--- src/hw/strobe_pkg.sv ---
// constants, field layouts and state types shared by the strobe generator
package strobe_pkg;
    // clock and microsecond step
    localparam int CLK_PERIOD_PS = 5000;       // core clock period, 200 MHz
    localparam int STEP_US_PS    = 1000000;    // one strobe timing step, 1 us
    localparam int CYC_PER_US    = STEP_US_PS / CLK_PERIOD_PS;
    localparam int DIV_W         = $clog2(CYC_PER_US);
    localparam logic [DIV_W-1:0] DIV_LAST = DIV_W'(CYC_PER_US - 1);

    // timing value width (0 .. 16777215 us)
    localparam int TW = 24;
    localparam logic [TW-1:0] T_MAX = {TW{1'b1}};

    // register byte offsets
    localparam logic [7:0] OFF_CTRL      = 8'h00;
    localparam logic [7:0] OFF_TRG_DELAY = 8'h04;
    localparam logic [7:0] OFF_TRG_DUR   = 8'h08;
    localparam logic [7:0] OFF_STATUS    = 8'h0c;
    localparam logic [7:0] OFF_CH_BASE   = 8'h10;
    localparam logic [7:0] OFF_CH_STRIDE = 8'h10;
    localparam logic [7:0] OFF_CH_MODE   = 8'h00;
    localparam logic [7:0] OFF_CH_POS    = 8'h04;
    localparam logic [7:0] OFF_CH_DUR    = 8'h08;

    // field positions
    localparam int CTRL_TRG_MODE = 0;          // camera in trigger mode
    localparam int MODE_EN       = 0;          // strobe enable
    localparam int MODE_SEL_LO   = 1;          // frame selection, 2 bits
    localparam int MODE_TRG      = 3;          // trigger strobe option
    localparam int MODE_W        = 4;
    localparam int STAT_ODD      = 2;          // parity bits start here

    // reset values
    localparam logic [MODE_W-1:0] MODE_RST = 4'h0;
    localparam logic [TW-1:0]     POS_RST  = 24'h000001;
    localparam logic [TW-1:0]     DUR_RST  = 24'h000001;
    localparam logic [TW-1:0]     TRG_RST  = 24'h000000;

    // frame selection codes
    localparam logic [1:0] SEL_EACH = 2'h0;
    localparam logic [1:0] SEL_ODD  = 2'h1;
    localparam logic [1:0] SEL_EVEN = 2'h2;

    // trigger strobe sequencer, gray coded along idle-delay-pulse
    typedef enum logic [1:0] {
        TRG_IDLE  = 2'b00,
        TRG_DELAY = 2'b01,
        TRG_PULSE = 2'b11
    } trg_state_e;
endpackage : strobe_pkg

--- src/hw/strobe_channel.sv ---
// one strobe output: frame strobe with parity select plus trigger strobe
`timescale 1ns/1ps
module strobe_channel
    import strobe_pkg::*;
(
    input  wire logic              clk,
    input  wire logic              rst,
    input  wire logic              us_tick,
    input  wire logic              frame_start,
    input  wire logic              trig_rise,
    input  wire logic              trig_mode,
    input  wire logic [MODE_W-1:0] mode,
    input  wire logic [TW-1:0]     position,
    input  wire logic [TW-1:0]     duration,
    input  wire logic [TW-1:0]     trig_delay,
    input  wire logic [TW-1:0]     trig_dur,
    output logic                   strobe,
    output logic                   frame_odd
);
    logic          enable;          // strobe enabled
    logic          trig_en;         // trigger strobe option
    logic [1:0]    sel;             // frame selection
    logic          next_odd;        // parity of the coming frame
    logic          armed;           // this frame is selected
    logic [TW-1:0] fcnt;            // us since frame start
    logic          frame_hit;       // frame pulse window active
    trg_state_e    tstate;          // trigger sequencer state
    logic [TW-1:0] tcnt;            // us counter for trigger delay/width
    logic          trig_go;         // accepted trigger edge

    assign enable  = mode[MODE_EN];
    assign trig_en = mode[MODE_TRG];
    assign sel     = mode[MODE_SEL_LO +: 2];
    assign trig_go = trig_rise & trig_mode & trig_en & enable;

    // frame parity, first frame after enable is odd
    always_ff @(posedge clk) begin
        if (rst || !enable) begin
            next_odd  <= 1'b1;
            frame_odd <= 1'b0;
        end else if (frame_start) begin
            next_odd  <= ~next_odd;
            frame_odd <= next_odd;
        end
    end

    // frame selection decides at each frame start
    always_ff @(posedge clk) begin
        if (rst || !enable) begin
            armed <= 1'b0;
        end else if (frame_start) begin
            armed <= (sel == SEL_EACH) ||
                     (sel == SEL_ODD && next_odd) ||
                     (sel == SEL_EVEN && !next_odd);
        end
    end

    // microsecond position counter, saturating
    always_ff @(posedge clk) begin
        if (rst || frame_start) begin
            fcnt <= '0;
        end else if (us_tick && fcnt != T_MAX) begin
            fcnt <= fcnt + 1'b1;
        end
    end

    // frame pulse window, cut at the frame end
    always_ff @(posedge clk) begin
        if (rst || !enable || frame_start) begin
            frame_hit <= 1'b0;
        end else begin
            frame_hit <= armed && (fcnt >= position) &&
                         ({1'b0, fcnt} < ({1'b0, position} + {1'b0, duration}));
        end
    end

    // trigger strobe sequencer
    always_ff @(posedge clk) begin
        if (rst || !enable) begin
            tstate <= TRG_IDLE;
            tcnt   <= '0;
        end else begin
            case (tstate)
                TRG_IDLE: begin
                    tcnt <= '0;
                    if (trig_go) begin
                        tstate <= TRG_DELAY;
                    end
                end
                TRG_DELAY: begin
                    // delay reached: start the pulse with a fresh count, or go back to idle when the width is zero
                    if (tcnt >= trig_delay) begin
                        tcnt   <= '0;
                        tstate <= (trig_dur == '0) ? TRG_IDLE : TRG_PULSE;
                    end else if (us_tick) begin
                        tcnt <= tcnt + 1'b1;
                    end
                end
                TRG_PULSE: begin
                    // width reached: back to idle
                    if (tcnt >= trig_dur) begin
                        tstate <= TRG_IDLE;
                        tcnt   <= '0;
                    end else if (us_tick) begin
                        tcnt <= tcnt + 1'b1;
                    end
                end
                default: begin
                    tstate <= TRG_IDLE;
                    tcnt   <= '0;
                end
            endcase
        end
    end

    // output flop
    always_ff @(posedge clk) begin
        if (rst) begin
            strobe <= 1'b0;
        end else begin
            strobe <= enable && (frame_hit || tstate == TRG_PULSE);
        end
    end

    AST_DISABLED_QUIET: assert property (
        @(posedge clk) disable iff (rst) !enable |=> !strobe)
        else $error("disabled strobe output went active");

    AST_PARITY_START: assert property (
        @(posedge clk) disable iff (rst) $rose(enable) |-> next_odd && !armed)
        else $error("parity did not restart at odd on enable");

    AST_EVEN_SKIPS_ODD: assert property (
        @(posedge clk) disable iff (rst)
        enable && frame_start && sel == SEL_EVEN && next_odd |=> !armed)
        else $error("even-only strobe armed on an odd frame");

    AST_POS_WINDOW: assert property (
        @(posedge clk) disable iff (rst)
        frame_hit |-> $past(fcnt) >= $past(position) && $past(armed))
        else $error("frame strobe began before its position");

    AST_WIDTH_WINDOW: assert property (
        @(posedge clk) disable iff (rst)
        frame_hit |-> {1'b0, $past(fcnt)} < {1'b0, $past(position)} + {1'b0, $past(duration)})
        else $error("frame strobe outlasted its duration");

    AST_FRAME_CUT: assert property (
        @(posedge clk) disable iff (rst) frame_start |=> !frame_hit)
        else $error("frame strobe ran past the frame end");

    AST_TRIG_ACCEPT: assert property (
        @(posedge clk) disable iff (rst)
        tstate == TRG_IDLE && trig_go |=> tstate == TRG_DELAY)
        else $error("trigger edge not taken");

    AST_TRIG_IGNORE: assert property (
        @(posedge clk) disable iff (rst)
        tstate == TRG_IDLE && !trig_go |=> tstate == TRG_IDLE)
        else $error("trigger strobe started without a trigger");

    AST_DELAY_HOLD: assert property (
        @(posedge clk) disable iff (rst)
        tstate == TRG_DELAY && tcnt < trig_delay && enable |=> tstate == TRG_DELAY)
        else $error("trigger delay ended early");
endmodule : strobe_channel

--- src/hw/strobe_gen.sv ---
// dual strobe pulse generator with APB register access
`timescale 1ns/1ps
// Overview of operation
// - two strobes, each with its own mode, position and width; trigger mode and timing shared
// - disabled strobe stays permanently inactive
// - fire on each, odd or even frames
// - trigger mode adds pulse per trigger rise
// - frame pulse starts at programmable position
// - frame pulse width programmable per strobe
// - position and width counted in 1 us
// - trigger pulse delay and width, 24-bit us
module strobe_gen
    import strobe_pkg::*;
(
    input  wire logic        CORE_CLK,
    input  wire logic        RST,
    input  wire logic        PSEL,
    input  wire logic        PENABLE,
    input  wire logic        PWRITE,
    input  wire logic [7:0]  PADDR,
    input  wire logic [31:0] PWDATA,
    output logic      [31:0] PRDATA,
    output logic             PREADY,
    output logic             PSLVERR,
    input  wire logic        FRAME_START,
    input  wire logic        TRIGGER,
    output logic      [1:0]  STROBE
);
    localparam int NCH = 2;                 // number of strobe outputs

    logic [DIV_W-1:0]  div;                 // cycle divider for us step
    logic              us_tick;             // one-cycle pulse per us
    logic              trig_d;              // trigger level, previous cycle
    logic              trig_rise;           // trigger rising edge
    logic              trig_mode;           // camera in trigger mode
    logic [TW-1:0]     trig_delay;          // trigger strobe delay, us
    logic [TW-1:0]     trig_dur;            // trigger strobe width, us
    logic [MODE_W-1:0] mode [NCH];          // per strobe mode
    logic [TW-1:0]     position [NCH];      // per strobe position, us
    logic [TW-1:0]     duration [NCH];      // per strobe width, us
    logic [NCH-1:0]    odd;                 // current frame parity
    logic [NCH-1:0]    sel_mode;            // mode register decoded
    logic [NCH-1:0]    sel_pos;             // position register decoded
    logic [NCH-1:0]    sel_dur;             // width register decoded
    logic              wr_go;               // write takes effect
    logic              setup;               // apb setup cycle
    logic [31:0]       next_rdata;          // read value being selected
    logic              next_err;            // address unmapped

    // microsecond step generator, restarted by every frame start
    always_ff @(posedge CORE_CLK) begin
        if (RST || FRAME_START) begin
            // the step phase follows the frame, so a position lands on its exact us
            div     <= '0;
            us_tick <= 1'b0;
        end else begin
            us_tick <= (div == DIV_LAST);
            div     <= (div == DIV_LAST) ? '0 : div + 1'b1;
        end
    end

    // trigger edge detect, same clock domain as the pixel timing
    always_ff @(posedge CORE_CLK) begin
        if (RST) begin
            trig_d <= 1'b0;
        end else begin
            trig_d <= TRIGGER;
        end
    end
    assign trig_rise = TRIGGER & ~trig_d;

    // apb phases
    assign setup = PSEL & ~PENABLE;
    assign wr_go = PSEL & PENABLE & PREADY & PWRITE;

    // apb handshake: ready in the first access cycle
    always_ff @(posedge CORE_CLK) begin
        if (RST) begin
            PREADY  <= 1'b0;
            PSLVERR <= 1'b0;
        end else begin
            PREADY  <= setup;
            PSLVERR <= setup & next_err;
        end
    end

    // read data registered at the setup cycle
    always_ff @(posedge CORE_CLK) begin
        if (RST) begin
            PRDATA <= '0;
        end else if (setup && !PWRITE) begin
            PRDATA <= next_rdata;
        end
    end

    // shared registers: trigger mode and trigger strobe timing
    always_ff @(posedge CORE_CLK) begin
        if (RST) begin
            trig_mode  <= 1'b0;
            trig_delay <= TRG_RST;
            trig_dur   <= TRG_RST;
        end else if (wr_go) begin
            if (PADDR == OFF_CTRL) begin
                trig_mode <= PWDATA[CTRL_TRG_MODE];
            end
            if (PADDR == OFF_TRG_DELAY) begin
                trig_delay <= PWDATA[TW-1:0];
            end
            if (PADDR == OFF_TRG_DUR) begin
                trig_dur <= PWDATA[TW-1:0];
            end
        end
    end

    // per strobe registers and channel logic
    for (genvar i = 0; i < NCH; i++) begin : g_ch
        localparam logic [7:0] BASE = 8'(OFF_CH_BASE + i * OFF_CH_STRIDE);

        // address decode for this strobe only
        assign sel_mode[i] = (PADDR == 8'(BASE + OFF_CH_MODE));
        assign sel_pos[i]  = (PADDR == 8'(BASE + OFF_CH_POS));
        assign sel_dur[i]  = (PADDR == 8'(BASE + OFF_CH_DUR));

        // settings of this strobe
        always_ff @(posedge CORE_CLK) begin
            if (RST) begin
                mode[i]     <= MODE_RST;
                position[i] <= POS_RST;
                duration[i] <= DUR_RST;
            end else if (wr_go) begin
                if (sel_mode[i]) begin
                    mode[i] <= PWDATA[MODE_W-1:0];
                end
                if (sel_pos[i]) begin
                    position[i] <= PWDATA[TW-1:0];
                end
                if (sel_dur[i]) begin
                    duration[i] <= PWDATA[TW-1:0];
                end
            end
        end

        strobe_channel u_ch (
            .clk         (CORE_CLK),
            .rst         (RST),
            .us_tick     (us_tick),
            .frame_start (FRAME_START),
            .trig_rise   (trig_rise),
            .trig_mode   (trig_mode),
            .mode        (mode[i]),
            .position    (position[i]),
            .duration    (duration[i]),
            .trig_delay  (trig_delay),
            .trig_dur    (trig_dur),
            .strobe      (STROBE[i]),
            .frame_odd   (odd[i])
        );
    end

    // read multiplexer and unmapped address detection
    always_comb begin
        next_rdata = '0;
        next_err   = 1'b0;
        if (PADDR == OFF_CTRL) begin
            next_rdata[CTRL_TRG_MODE] = trig_mode;
        end else if (PADDR == OFF_TRG_DELAY) begin
            next_rdata[TW-1:0] = trig_delay;
        end else if (PADDR == OFF_TRG_DUR) begin
            next_rdata[TW-1:0] = trig_dur;
        end else if (PADDR == OFF_STATUS) begin
            // live strobe levels and frame parity
            next_rdata[NCH-1:0]            = STROBE;
            next_rdata[STAT_ODD +: NCH]    = odd;
        end else if (sel_mode[0]) begin
            next_rdata[MODE_W-1:0] = mode[0];
        end else if (sel_pos[0]) begin
            next_rdata[TW-1:0] = position[0];
        end else if (sel_dur[0]) begin
            next_rdata[TW-1:0] = duration[0];
        end else if (sel_mode[1]) begin
            next_rdata[MODE_W-1:0] = mode[1];
        end else if (sel_pos[1]) begin
            next_rdata[TW-1:0] = position[1];
        end else if (sel_dur[1]) begin
            next_rdata[TW-1:0] = duration[1];
        end else begin
            // unmapped: reads zero with an error answer
            next_err = 1'b1;
        end
    end

    AST_TICK_SPACING: assert property (
        @(posedge CORE_CLK) disable iff (RST) us_tick |=> !us_tick [*8])
        else $error("microsecond step came too soon");

    AST_CH_ISOLATION: assert property (
        @(posedge CORE_CLK) disable iff (RST)
        wr_go && sel_mode[0] |=> $stable(mode[1]) && $stable(position[1]))
        else $error("write to strobe 1 changed strobe 2");

    AST_READY_ONE: assert property (
        @(posedge CORE_CLK) disable iff (RST)
        setup |=> PREADY ##1 !PREADY)
        else $error("apb ready not a single access cycle");

    AST_TICK_FRAME_ALIGN: assert property (
        @(posedge CORE_CLK) disable iff (RST) FRAME_START |=> !us_tick && div == '0)
        else $error("microsecond step not restarted at frame start");

    AST_DELAY_WRITE: assert property (
        @(posedge CORE_CLK) disable iff (RST)
        wr_go && PADDR == OFF_TRG_DELAY |=> trig_delay == $past(PWDATA[TW-1:0]))
        else $error("trigger delay write did not land");

    AST_POS_WRITE: assert property (
        @(posedge CORE_CLK) disable iff (RST)
        wr_go && sel_pos[1] |=> position[1] == $past(PWDATA[TW-1:0]))
        else $error("strobe 2 position write did not land");

    AST_DUR_ISOLATION: assert property (
        @(posedge CORE_CLK) disable iff (RST)
        wr_go && sel_dur[1] |=> $stable(duration[0]) && $stable(position[0]))
        else $error("write to strobe 2 changed strobe 1");

    AST_STROBE_OFF: assert property (
        @(posedge CORE_CLK) disable iff (RST)
        !mode[1][MODE_EN] |=> !STROBE[1])
        else $error("disabled strobe 2 went active");
endmodule : strobe_gen

--- config.mk ---
export PLATFORM = sky130hd
export DESIGN_NAME = strobe_gen
export DESIGN_NICKNAME = d
export VERILOG_FILES = /design/src/hw/strobe_pkg.sv /design/src/hw/strobe_channel.sv /design/src/hw/strobe_gen.sv
export SDC_FILE = /design/constraint.sdc
export NUM_CORES = 1
export LEC_CHECK = 0
export ABC_AREA = 1
export BUFFER_PORTS_ARGS = -buffer_cell sky130_fd_sc_hd__buf_2
export CAP_MARGIN = 20
export CELL_PAD_IN_SITES_DETAIL_PLACEMENT = 0
export CELL_PAD_IN_SITES_GLOBAL_PLACEMENT = 1
export CORE_MARGIN = 1
export CORE_UTILIZATION = 42
export CTS_CLUSTER_SIZE = 16
export DETAILED_ROUTE_END_ITERATION = 10
export PLACE_DENSITY = 0.71
export SKIP_LAST_GASP = 1
export SLEW_MARGIN = 15
export SYNTH_ARGS = -nofsm -noshare
export SYNTH_HDL_FRONTEND = slang
export SYNTH_SLANG_ARGS = --single-unit
--- constraint.sdc ---
create_clock -name CORE_CLK -period 9.6 [get_ports CORE_CLK]
set_input_delay 1.44 -clock CORE_CLK [delete_from_list [all_inputs] [get_ports CORE_CLK]]
set_output_delay 1.44 -clock CORE_CLK [all_outputs]
set_load 0.05 [all_outputs]
==> results.md, run 1 <==
- Clk buf depth: 3
- Count of warnings emitted by yosys: 0
- CTS Buf Count: 37
- Share of cells above drive strength 1: 0.07996
- CTS H-tree lvls: 2
- Routability cong.: roughly 0.94
- Antenna Violating Nets Remaining: 0
- Crit path DAT: around 4.2 ns
- P_leak: 9.863 nW
- First-pass GRT wire length: between 100,000 and 150,000 microns
- Initial Util: 0.4248
- Setup TNS: 0 ns
- Post-synth EDFFs: around 100
- Residual DRC: 0
- CP cell instances: ha_1, fa_1, nand3_1, nand2_1, nand2_1, nand2_1, a21oi_1, o21ai_2, a21oi_1, xor2_1, ha_1, a21oi_1, nor3_1, a211oi_1, nor3_1, nor2_1, nand3_1, nor2_1
- Synth area leader: dfxtp_1
- Layout Skew: ~0.014 ns
- Chip height: around 220 microns
- Hold_ws: ~0.44 ns
- Area contributors post-synth: dfxtp_1 19%, edfxtp_1 15%, ha_1 15%
- Num Clock Sinks: 299
- Crit path launch type: register
- Kind of critical path: register to register
- Count of buffer and inverter cells on the critical path: 0
- Ports: 83
- Tot Pwr: just under 0.003 W
- Met1 Usage GRT: 0.3430
- Ys flop type: dfxtp_1
- Grt peak-use layer: met2
- Maximum VDD drop: about 0.12 mV
- Final Net Count: roughly 3.1k
- Least-Margin Pin Slew: 1.088 ns
- Final setup violation count: 0
- Setup Fix Bufs, Post-CTS: 0
- Setup crit end: g_ch[1].u_ch.frame_hit
- Overflow after GRT: 0
- Hold WC Path Type: register to register
- Post-Route WL: 66,570 microns
- Slew headroom: 0.2738
- Final min period: 3.732 ns
- Crit path capture type: register
- Post-cts sizing count: 0
- Max Clock Freq: about 270 MHz
- Die ar.: ~50,000 sq um
- Clock root cell: clkbuf_16
- Mapped Area: 20,710 sq um
- Largest net degree at the start of global routing: 58
- M2 GR Usage: 0.4551
- Crit-path max cell delay: ~0.50 ns
- Ys async rst share: 0
- Final WS setup: slightly below 6 ns
- Cts-stage hold buffer count: 0
- Post-DP HPWL: around 53,000 microns
- Yosys cell types: 57
- Status: complete, no violations
- Worst skew pair latency: approximately 0.57 ns
- Reg-to-reg endpoint: g_ch[1].u_ch.frame_hit
- Slowest-stage cell, CP: edfxtp_1
- Worst path required time: about 10 ns
- Final period util: 0.3887
- Max-slew violation count: 0
- Setup WS pre-CTS: between 5 and 6 ns
- Vias in the first global route: between 15k and 20k
- Fillers: around 5.0k
- Row cnt: between 80 and 90
- Vias: between 15k and 20k
- GR met3 Demand/Resource: 0.03240
- Syn Area/Cell: approximately 7.4 sq um
- Crit path launch: position[1][0]
- DR iter-0 viols: roughly 1.4k
- Stages on the worst setup path: 18
- Sequential area share after synthesis: 0.3393
- Max_cap viols: 0
- Share of the synthesized area in the top cell type: 0.1885
- Vias per std cell: 5.353
- WL/cell: ~19 microns
- Crit path max-delay family: simple AND/OR/NAND/NOR gates
- Area growth from synthesis to layout: 10.60%
- DIE WIDTH: ~220 microns
- Final Hold Viols: 0
- Pwr Density: 129.4 nW/um^2
- Syn Inst Count: around 2.8k
- Total track usage: 0.2696
- R2R Setup Slk: around 5.9 ns
- IO Port Bufs: between 60 and 70
- RSZ-0062 raised after global routing: no
- Core area: just under 50,000 sq um
- Clock transition at path regs: 0.06 ns
- Antenna diode count: 0
- CP max FO: 3
- Worst r2r src: position[1][0]
- Flop and latch count out of synthesis: ~300
- R2R depth: 18
- Initial antenna violation count: 0
- Pre-antenna DRT Iters: 5
- CTS tree: done
[logic make-up after synthesis]
family | synth area share
AO/OA/AOI/OAI | 0.1518
buffers and inverters | 0.07952
adder cells (fa/ha/maj) | 0.1488
other | 0.0001811
flip-flops | 0.3393
AND/OR/NAND/NOR | 0.2469
XOR/XNOR | 0.03341
[where the power goes]
group          switching (W)  total, W  internal (W)  leakage [nW]
clock network       0.000599   0.00145      0.000850         0.606
registers          0.0000104   0.00133       0.00132          2.68
logic               0.000131  0.000182     0.0000511          6.58
[cells in the mapped netlist (all sizes together) (3+ instances only)]
master	instances
a211oi	7
nor2	342
nor3b	5
nand2	539
edfxtp	104
o21a	13
a21oi	317
o31ai	3
o21ai	217
inv	335
nand4	64
o221ai	4
nor4	13
dfxtp	195
buf	50
ha	243
and3b	5
and2	5
nor3	71
xor2	35
or2	9
nand3	94
and3	4
a31oi	5
clkbuf	23
xnor2	44
o21bai	10
o211ai	5
[layout by cell type (no fill, tap or decap), types with 10 or more instances in the layout]
cell / netlist / routed
nand2_2: 11 / 11
nor2_2: 14 / 17
o21bai_1: 10 / 10
xnor2_1: 44 / 44
nor3_2: 15 / 15
nor2_4: 10 / 10
buf_2: 32 / 66
clkbuf_16: 0 / 38
a21oi_1: 315 / 315
inv_1: 326 / 326
dfxtp_1: 195 / 195
o21a_1: 13 / 13
edfxtp_1: 104 / 104
nand4_1: 59 / 59
xor2_1: 35 / 35
o21ai_0: 176 / 172
nor4_1: 13 / 13
nand2_1: 528 / 528
ha_1: 243 / 243
o21ai_1: 40 / 40
buf_4: 12 / 15
nand3_1: 86 / 86
nor3_1: 56 / 56
nor2_1: 318 / 315
[state kept, by name, indices dropped and copies added, names as in the netlist, 4 cells and up]
name and count:
g_ch.u_ch.tstate 4, mode 8, PRDATA 24, div 8
trig_dur 24, duration 48, trig_delay 24, g_ch.u_ch.fcnt 48
g_ch.u_ch.tcnt 48, position 48
[worst min-delay path by stage]
stage / end / startpoint / slack (ns) / depth (start not counted)
global placement: div[0] / div[0] / 0.43 / 1
detailed placement: div[0] / div[0] / 0.44 / 1
finish: div[0] / div[0] / 0.44 / 1
CTS: div[0] / div[0] / 0.45 / 1
global route: div[0] / div[0] / 0.47 / 1
floorplan: g_ch[0].u_ch.strobe / g_ch[0].u_ch.frame_hit / 0.42 / 2
[per-stage QoR]
| step | cells | utilization | instance area (sq um) |
|---|---|---|---|
| 2_1_floorplan | 2788 | - | 20730 |
| 5_1_grt | 3528 | 0.4698 | 22900 |
| 4_1_cts | 3528 | 0.4698 | 22900 |
| 3_5_place_dp | 3460 | 0.4441 | 21650 |
| 6_report | 3528 | 0.4698 | 22900 |
| 3_3_place_gp | 3460 | 0.4441 | 21650 |
[final cells by class]
| class | count | area (sq um) | area share |
|---|---|---|---|
| repair buffers | 81 | 442.9 | 0.01934 |
| clock inverters | 26 | 277.8 | 0.01213 |
| flip-flops and latches | 299 | 7027 | 0.3068 |
| multi-input cells | 2079 | 12080 | 0.5276 |
| inverters | 337 | 1265 | 0.05523 |
| clock buffers | 42 | 975.9 | 0.04261 |
| well taps | 664 | 830.8 | 0.03628 |
[per-layer routing]
layer | vias to the layer above | routed length, microns
li1 | 9473 | -
met1 | 8876 | 29220
met2 | 415 | 31380
met3 | 121 | 2993
met4 | 0 | 2972
met5 | - | 0
Power figures use the tool's default switching activity.
==> run 2, diff against run 1 <==
- ABC_AREA: 1 -> 0
- clock period: 9.6 -> 3.3 ns (I/O delays scaled with it)
==> results.md, run 2 <==
- Simple-Gate Fraction of Synth Area: 0.2005 (-0.04648)
- Most frequent cells in the layout: 239 x ha_1, 223 x nand2_1, 195 x dfxtp_1
- Final Hold Viols: 0 (unchanged)
- Post-DP HPWL: 49,240 microns (-6.3%)
- Die ar.: 46,310 sq um (-7.7%)
- CTS Buf Count: 36 (-2.7%)
- Post-synth EDFFs: 104 (unchanged)
- Initial antenna violation count: 1 (+1)
- Pwr Density: 369.6 nW/um^2 (+190%)
- Initial Util: 0.4289 (+0.004153)
- Crit path capture type: register
- Pre-antenna DRT Iters: 5 (unchanged)
- Crit-path max cell delay: 0.43 ns (-0.07 ns)
- Clk buf depth: 3 (unchanged)
- Mapped Area: 19,090 sq um (-7.8%)
- Ys async rst share: 0 (unchanged)
- Area contributors post-synth: dfxtp_1 20%, edfxtp_1 16%, ha_1 16%
- Share of cells above drive strength 1: 0.1523 (+0.07239)
- Antenna diode count: 0 (unchanged)
- Residual DRC: 0 (unchanged)
- Flop and latch count out of synthesis: 299 (unchanged)
- Status: finished, violations left
- Final Net Count: 2,628 (-16%)
- Routability cong.: 0.9595 (+2.5%)
- First-pass GRT wire length: 94,580 microns (-8.9%)
- Post-synthesis adder-cell area fraction: 0.1613 (+0.01259)
- Hold path startpoint: TRIGGER
- RSZ-0062 raised after global routing: yes
- Chip height: 215.2 microns (-3.9%)
- Final setup violation count: 2 (+2)
- CTS H-tree lvls: 2 (unchanged)
- Main combinational cell family by area after synthesis: simple AND/OR/NAND/NOR gates
- Fin util: 0.5051 (+0.03531)
- Sequential area share after synthesis: 0.3680 (+0.02871)
- Total track usage: 0.2661 (-0.003504)
- Slowest-stage cell, CP: edfxtp_1
- P_leak: 9.381 nW (-4.9%)
- Max-slew violation count: 0 (unchanged)
- Max Clock Freq: 254.7 MHz (-5.0%)
- Post-Route WL: 61,660 microns (-7.4%)
- CTS tree: done
- CP max FO: 3 (unchanged)
- Maximum VDD drop: 0.3501 mV (+190%)
- Ports: 83 (unchanged)
- Ys flop type: dfxtp_1
- Syn Area/Cell: 9.023 sq um (+21%)
- Layout Skew: 0.01982 ns (+0.005712 ns)
- Vias per std cell: 5.574 (+4.1%)
- Antenna Violating Nets Remaining: 0 (unchanged)
- Synth area leader: dfxtp_1
- DIE WIDTH: 215.2 microns (-3.9%)
- Failing checks: setup timing
- Syn Inst Count: 2,116 (-24%)
- Max_cap viols: 0 (unchanged)
- Worst path required time: 3.76 ns (-6.30 ns)
- Largest net degree at the start of global routing: 42 (-28%)
- Most common cell after layout, fill and taps aside: ha_1
- Most frequent cell after synthesis: ha_1
- Hold_ws: 0.1889 ns (-0.2558 ns)
- DR iter-0 viols: 1,178 (-14%)
- Fin cells: 2,955 (-16%)
- Kind of critical path: register to register
- Post-Place Cells: 2,889 (-17%)
- Least-Margin Pin Slew: 0.7818 ns (-0.3063 ns)
- Crit path DAT: 4.39 ns (+0.20 ns)
- DP Area: 21,280 sq um (-1.7%)
- Design area: 22,480 sq um (-1.8%)
- Compound-Gate Fraction of Synth Area: 0.1639 (+0.01206)
- Vias: 16.47k (-13%)
- Mux cell area share after synthesis: 0.004194 (+0.004194)
- WL/cell: 20.87 microns (+11%)
- Setup WS pre-CTS: -0.7034 ns (-6.278 ns)
- Core area: 44,510 sq um (-8.7%)
- IO Port Bufs: 66 (unchanged)
- Crit path launch type: register
- Clock root cell: clkbuf_16
- Worst r2r src: duration[1][0]
- Share of the synthesized area in the top cell type: 0.2045 (+0.01595)
- Clock transition at path regs: 0.06 ns (about the same)
- Synth cell count leaders: 243 x ha_1, 223 x nand2_1, 195 x dfxtp_1
- Area growth from synthesis to layout: 17.76%
- Xor/xnor share of the synthesized area: 0.06239 (+0.02898)
- Crit path launch: duration[1][0]
- Hold WC Path Type: input pin to register
- Overflow after GRT: 0 (unchanged)
- Cts-stage hold buffer count: 0 (unchanged)
- Row cnt: 77 (-4.9%)
- Final period util: 1.190 (+0.8012)
- Slew headroom: 0.4769 (+0.2030)
- Final WS setup: -0.6268 ns (-6.495 ns)
- Count of warnings emitted by yosys: 0 (unchanged)
- Worst skew pair latency: 0.57 ns (about the same)
- Yosys cell types: 83 (+46%)
- Final min period: 3.927 ns (+0.1950 ns)
- CP cell instances: ha_4, fa_2, a211oi_2, o21ai_1, nand2_1, a21oi_2, a41o_1, o41ai_4, o21bai_1, a21oi_2, xor2_1, ha_1, a2111oi_4, nand3_1, a211oi_2, a2111oi_0, a221oi_1
- Num Clock Sinks: 299 (unchanged)
- Vias in the first global route: 16.30k (-11%)
[run 2: through the flow]
stage	total power, W	setup TNS (ns)
floorplan	0.004249	-0.7866
global placement	0.004516	-1.140
detailed placement	0.004523	-1.355
CTS	0.008362	-1.275
global route	0.008571	-1.774
finish	0.008310	-1.190
[run 2: cell families (layout without fill, tap and decap cells)]
kind of cell    Yosys count  in the layout
other cells               1              8
mux                       8              8
flops                   299            299
buf+inv                 185            425
fa+ha+maj               245            245
compound gates          471            471
simple gates            771            771
xor+xnor                136            136
[run 2: path summary, 6_finish.rpt]
path                                               end  slack, ns  cells past startpoint
worst max-delay path            g_ch[1].u_ch.frame_hit      -0.63                     17
worst min-delay path                            trig_d       0.19                      2
worst max register to register  g_ch[1].u_ch.frame_hit      -0.63                     17
worst min register to register              PRDATA[10]       0.45                      2
[run 2: what timing repair did]
action / CTS / global route
pin swaps: 0 / 10
hold endpoints to repair: 0 / 0
buffers inserted: 0 / 1
endpoints found under the setup margin: 2 / 2
gates resized for setup: 3 / 9
[run 2: cell type report]
type                            instances  area (sq um)
Inverter                              116         435.4
Sequential cell                       299          7027
Clock inverter                         15         96.34
Timing Repair Buffer                  244          1667
Fill cell                            4195         22030
Clock buffer                           50          1025
Tap cell                              592         740.7
Multi-Input combinational cell       1639         11490
[run 2: power by group]
group | total, W | internal, W | switching, W
Combinational | 0.000578 | 0.000222 | 0.000356
Sequential | 0.00388 | 0.00384 | 0.0000374
Clock | 0.00385 | 0.00219 | 0.00167
Total | 0.00831 | 0.00625 | 0.00206
[run 2: critical path: cells and delay by family (launching register included)]
kind	cells	cell delay [ns]
simple gates	2	0.25
fa+ha+maj	3	0.85
flops	1	0.43
xor+xnor	1	0.18
compound gates	11	2.14
[run 2: routing by layer]
layer / GRT usage / share of wire / vias to the layer above
li1: - / - / 8048
met2: 0.4437 / 0.47 / 425
met5: 0 / 0 / -
met4: 0.08298 / 0.025 / 0
met3: 0.03850 / 0.055 / 88
met1: 0.3539 / 0.45 / 7910
==> run 3, diff against run 2 <==
- CAP_MARGIN: 20 -> 10
- CORE_MARGIN: 1 -> unset
- SETUP_SLACK_MARGIN: unset -> 0.3
==> results.md, run 3 (same netlist as run 2, synthesis figures left out) <==
- Post-DP HPWL: 49,240 microns (unchanged)
- Final WS setup: -0.6329 ns (-0.006109 ns)
- Fillers: 4,195 (unchanged)
- Pre-antenna DRT Iters: 5 (unchanged)
- Chip height: 215.2 microns (unchanged)
- CTS H-tree lvls: 2 (unchanged)
- Clock transition at path regs: 0.06 ns (about the same)
- Slowest-stage cell, CP: edfxtp_1
- Vias in the first global route: 16.30k (unchanged)
- Routability cong.: 0.9595 (unchanged)
- Ports: 83 (unchanged)
- Antenna diode count: 0 (unchanged)
- Maximum VDD drop: 0.3499 mV (about the same)
- Cts-stage hold buffer count: 0 (unchanged)
- Max_cap viols: 0 (unchanged)
- Post-Route WL: 61,560 microns (-0.16%)
- Total track usage: 0.2661 (unchanged)
- Final min period: 3.933 ns (+0.006109 ns)
- Largest net degree at the start of global routing: 42 (unchanged)
- Initial antenna violation count: 1 (unchanged)
- First-pass GRT wire length: 94,580 microns (unchanged)
- Crit-path max cell delay: 0.43 ns (about the same)
- Max Clock Freq: 254.3 MHz (-0.16%)
- Residual DRC: 0 (unchanged)
- Core area: 44,510 sq um (unchanged)
- IO Port Bufs: 66 (unchanged)
- Clock root cell: clkbuf_16
- Tot Pwr: 0.008310 W (about the same)
- Register area: 7027 sq um (unchanged)
- Crit path capture type: register
- Clk buf depth: 3 (unchanged)
- Status: finished, violations left
- CTS Buf Count: 36 (unchanged)
- Vias: 16.42k (-0.32%)
- Crit path DAT: 4.39 ns (about the same)
- CTS tree: done
- Max-slew violation count: 0 (unchanged)
- P_leak: 9.385 nW (about the same)
- Final setup violation count: 2 (unchanged)
- Vias per std cell: 5.556 (-0.32%)
- Least-Margin Pin Slew: 0.8067 ns (+0.02493 ns)
- CP max FO: 3 (unchanged)
- Row cnt: 77 (unchanged)
- Die ar.: 46,310 sq um (unchanged)
- Final Hold Viols: 0 (unchanged)
- Area growth from synthesis to layout: 17.81% (about the same)
- Hold WC Path Type: input pin to register
- Worst path required time: 3.76 ns (about the same)
- Crit path launch type: register
- Fin util: 0.5053 (about the same)
- DR iter-0 viols: 1,134 (-3.7%)
- Share of cells above drive strength 1: 0.1532 (+0.0008464)
- Multi-input gate area: 11,500 sq um (about the same)
- Layout Skew: 0.01814 ns (-0.001677 ns)
- Kind of critical path: register to register
- Final Net Count: 2,628 (unchanged)
- WL/cell: 20.83 microns (-0.16%)
- Hold_ws: 0.1860 ns (-0.002862 ns)
- Failing checks: setup timing
- Antenna Violating Nets Remaining: 0 (unchanged)
- Most common cell after layout, fill and taps aside: ha_1
- Num Clock Sinks: 299 (unchanged)
- Final period util: 1.192 (+0.001851)
- Worst skew pair latency: 0.56 ns (about the same)
- Most frequent cells in the layout: 239 x ha_1, 223 x nand2_1, 195 x dfxtp_1
- Slew headroom: 0.4602 (-0.01668)
- DIE WIDTH: 215.2 microns (unchanged)
- RSZ-0062 raised after global routing: yes
- Pwr Density: 369.4 nW/um^2 (about the same)
- CP cell instances: ha_4, fa_2, a211oi_2, o21ai_1, nand2_1, a21oi_2, a41o_1, o41ai_4, o21bai_1, a21oi_2, xor2_1, ha_1, a2111oi_4, nand3_1, a211oi_2, a2111oi_0, a221oi_1
- Overflow after GRT: 0 (unchanged)
- Initial Util: 0.4289 (unchanged)
- Setup TNS: -1.171 ns (+0.01904 ns)
==> run 3: what timing repair did <==
| action | CTS | global route |
|---|---|---|
| pin swaps | 0 | 10 |
| setup buffers | 0 | 1 |
| endpoints found under the setup margin | 2 | 28 |
| resized for setup | 3 | 12 |
==> run 3: worst max-delay path, delay by kind of cell (launching register included) <==
family | cells | cell delay [ns]
AOI/OAI and AO/OA | 11 | 2.13
xor gates and xnor gates | 1 | 0.18
and+or+nand+nor | 2 | 0.24
adders and majority gates | 3 | 0.85
DFF | 1 | 0.43
==> run 3: area by class of cell <==
cell class                      instances  area share
Clock inverter                         15    0.004283
Sequential cell                       299      0.3124
Timing Repair Buffer                  244     0.07409
Tap cell                              592     0.03293
Multi-Input combinational cell       1639      0.5114
Clock buffer                           50     0.04556
Inverter                              116     0.01936
==> run 3: worst paths after layout <==
path             startpoint                     end  slack, ns  cells after the start
max          duration[1][0]  g_ch[1].u_ch.frame_hit      -0.63                     17
min                 TRIGGER                  trig_d       0.19                      2
max reg2reg  duration[1][0]  g_ch[1].u_ch.frame_hit      -0.63                     17
min reg2reg      PRDATA[10]              PRDATA[10]       0.45                      2
==> run 3: metal layers <==
metal	track usage	wire length [microns]	vias up
li1	-	-	8044
met1	0.3539	27780	7878
met2	0.4437	28780	409
met3	0.03850	3417	88
met4	0.08298	1588	0
met5	0	0	-
==> run 3: metrics by stage <==
step	instances	worst slack [ns]	instance area (sq um)
6_report	2955	-0.6329	22490
5_1_grt	2955	-0.8929	22490
4_1_cts	2954	-0.6468	22430
3_5_place_dp	2889	-0.7034	21280
3_3_place_gp	2889	-0.5712	21280
2_1_floorplan	2123	-0.4601	19160
==> run 3: power by group <==
group / switching [W] / internal, W / total [W]
sequential: 0.0000374 / 0.00384 / 0.00388
combinational: 0.000355 / 0.000222 / 0.000578
clock: 0.00167 / 0.00219 / 0.00385
total: 0.00206 / 0.00625 / 0.00831
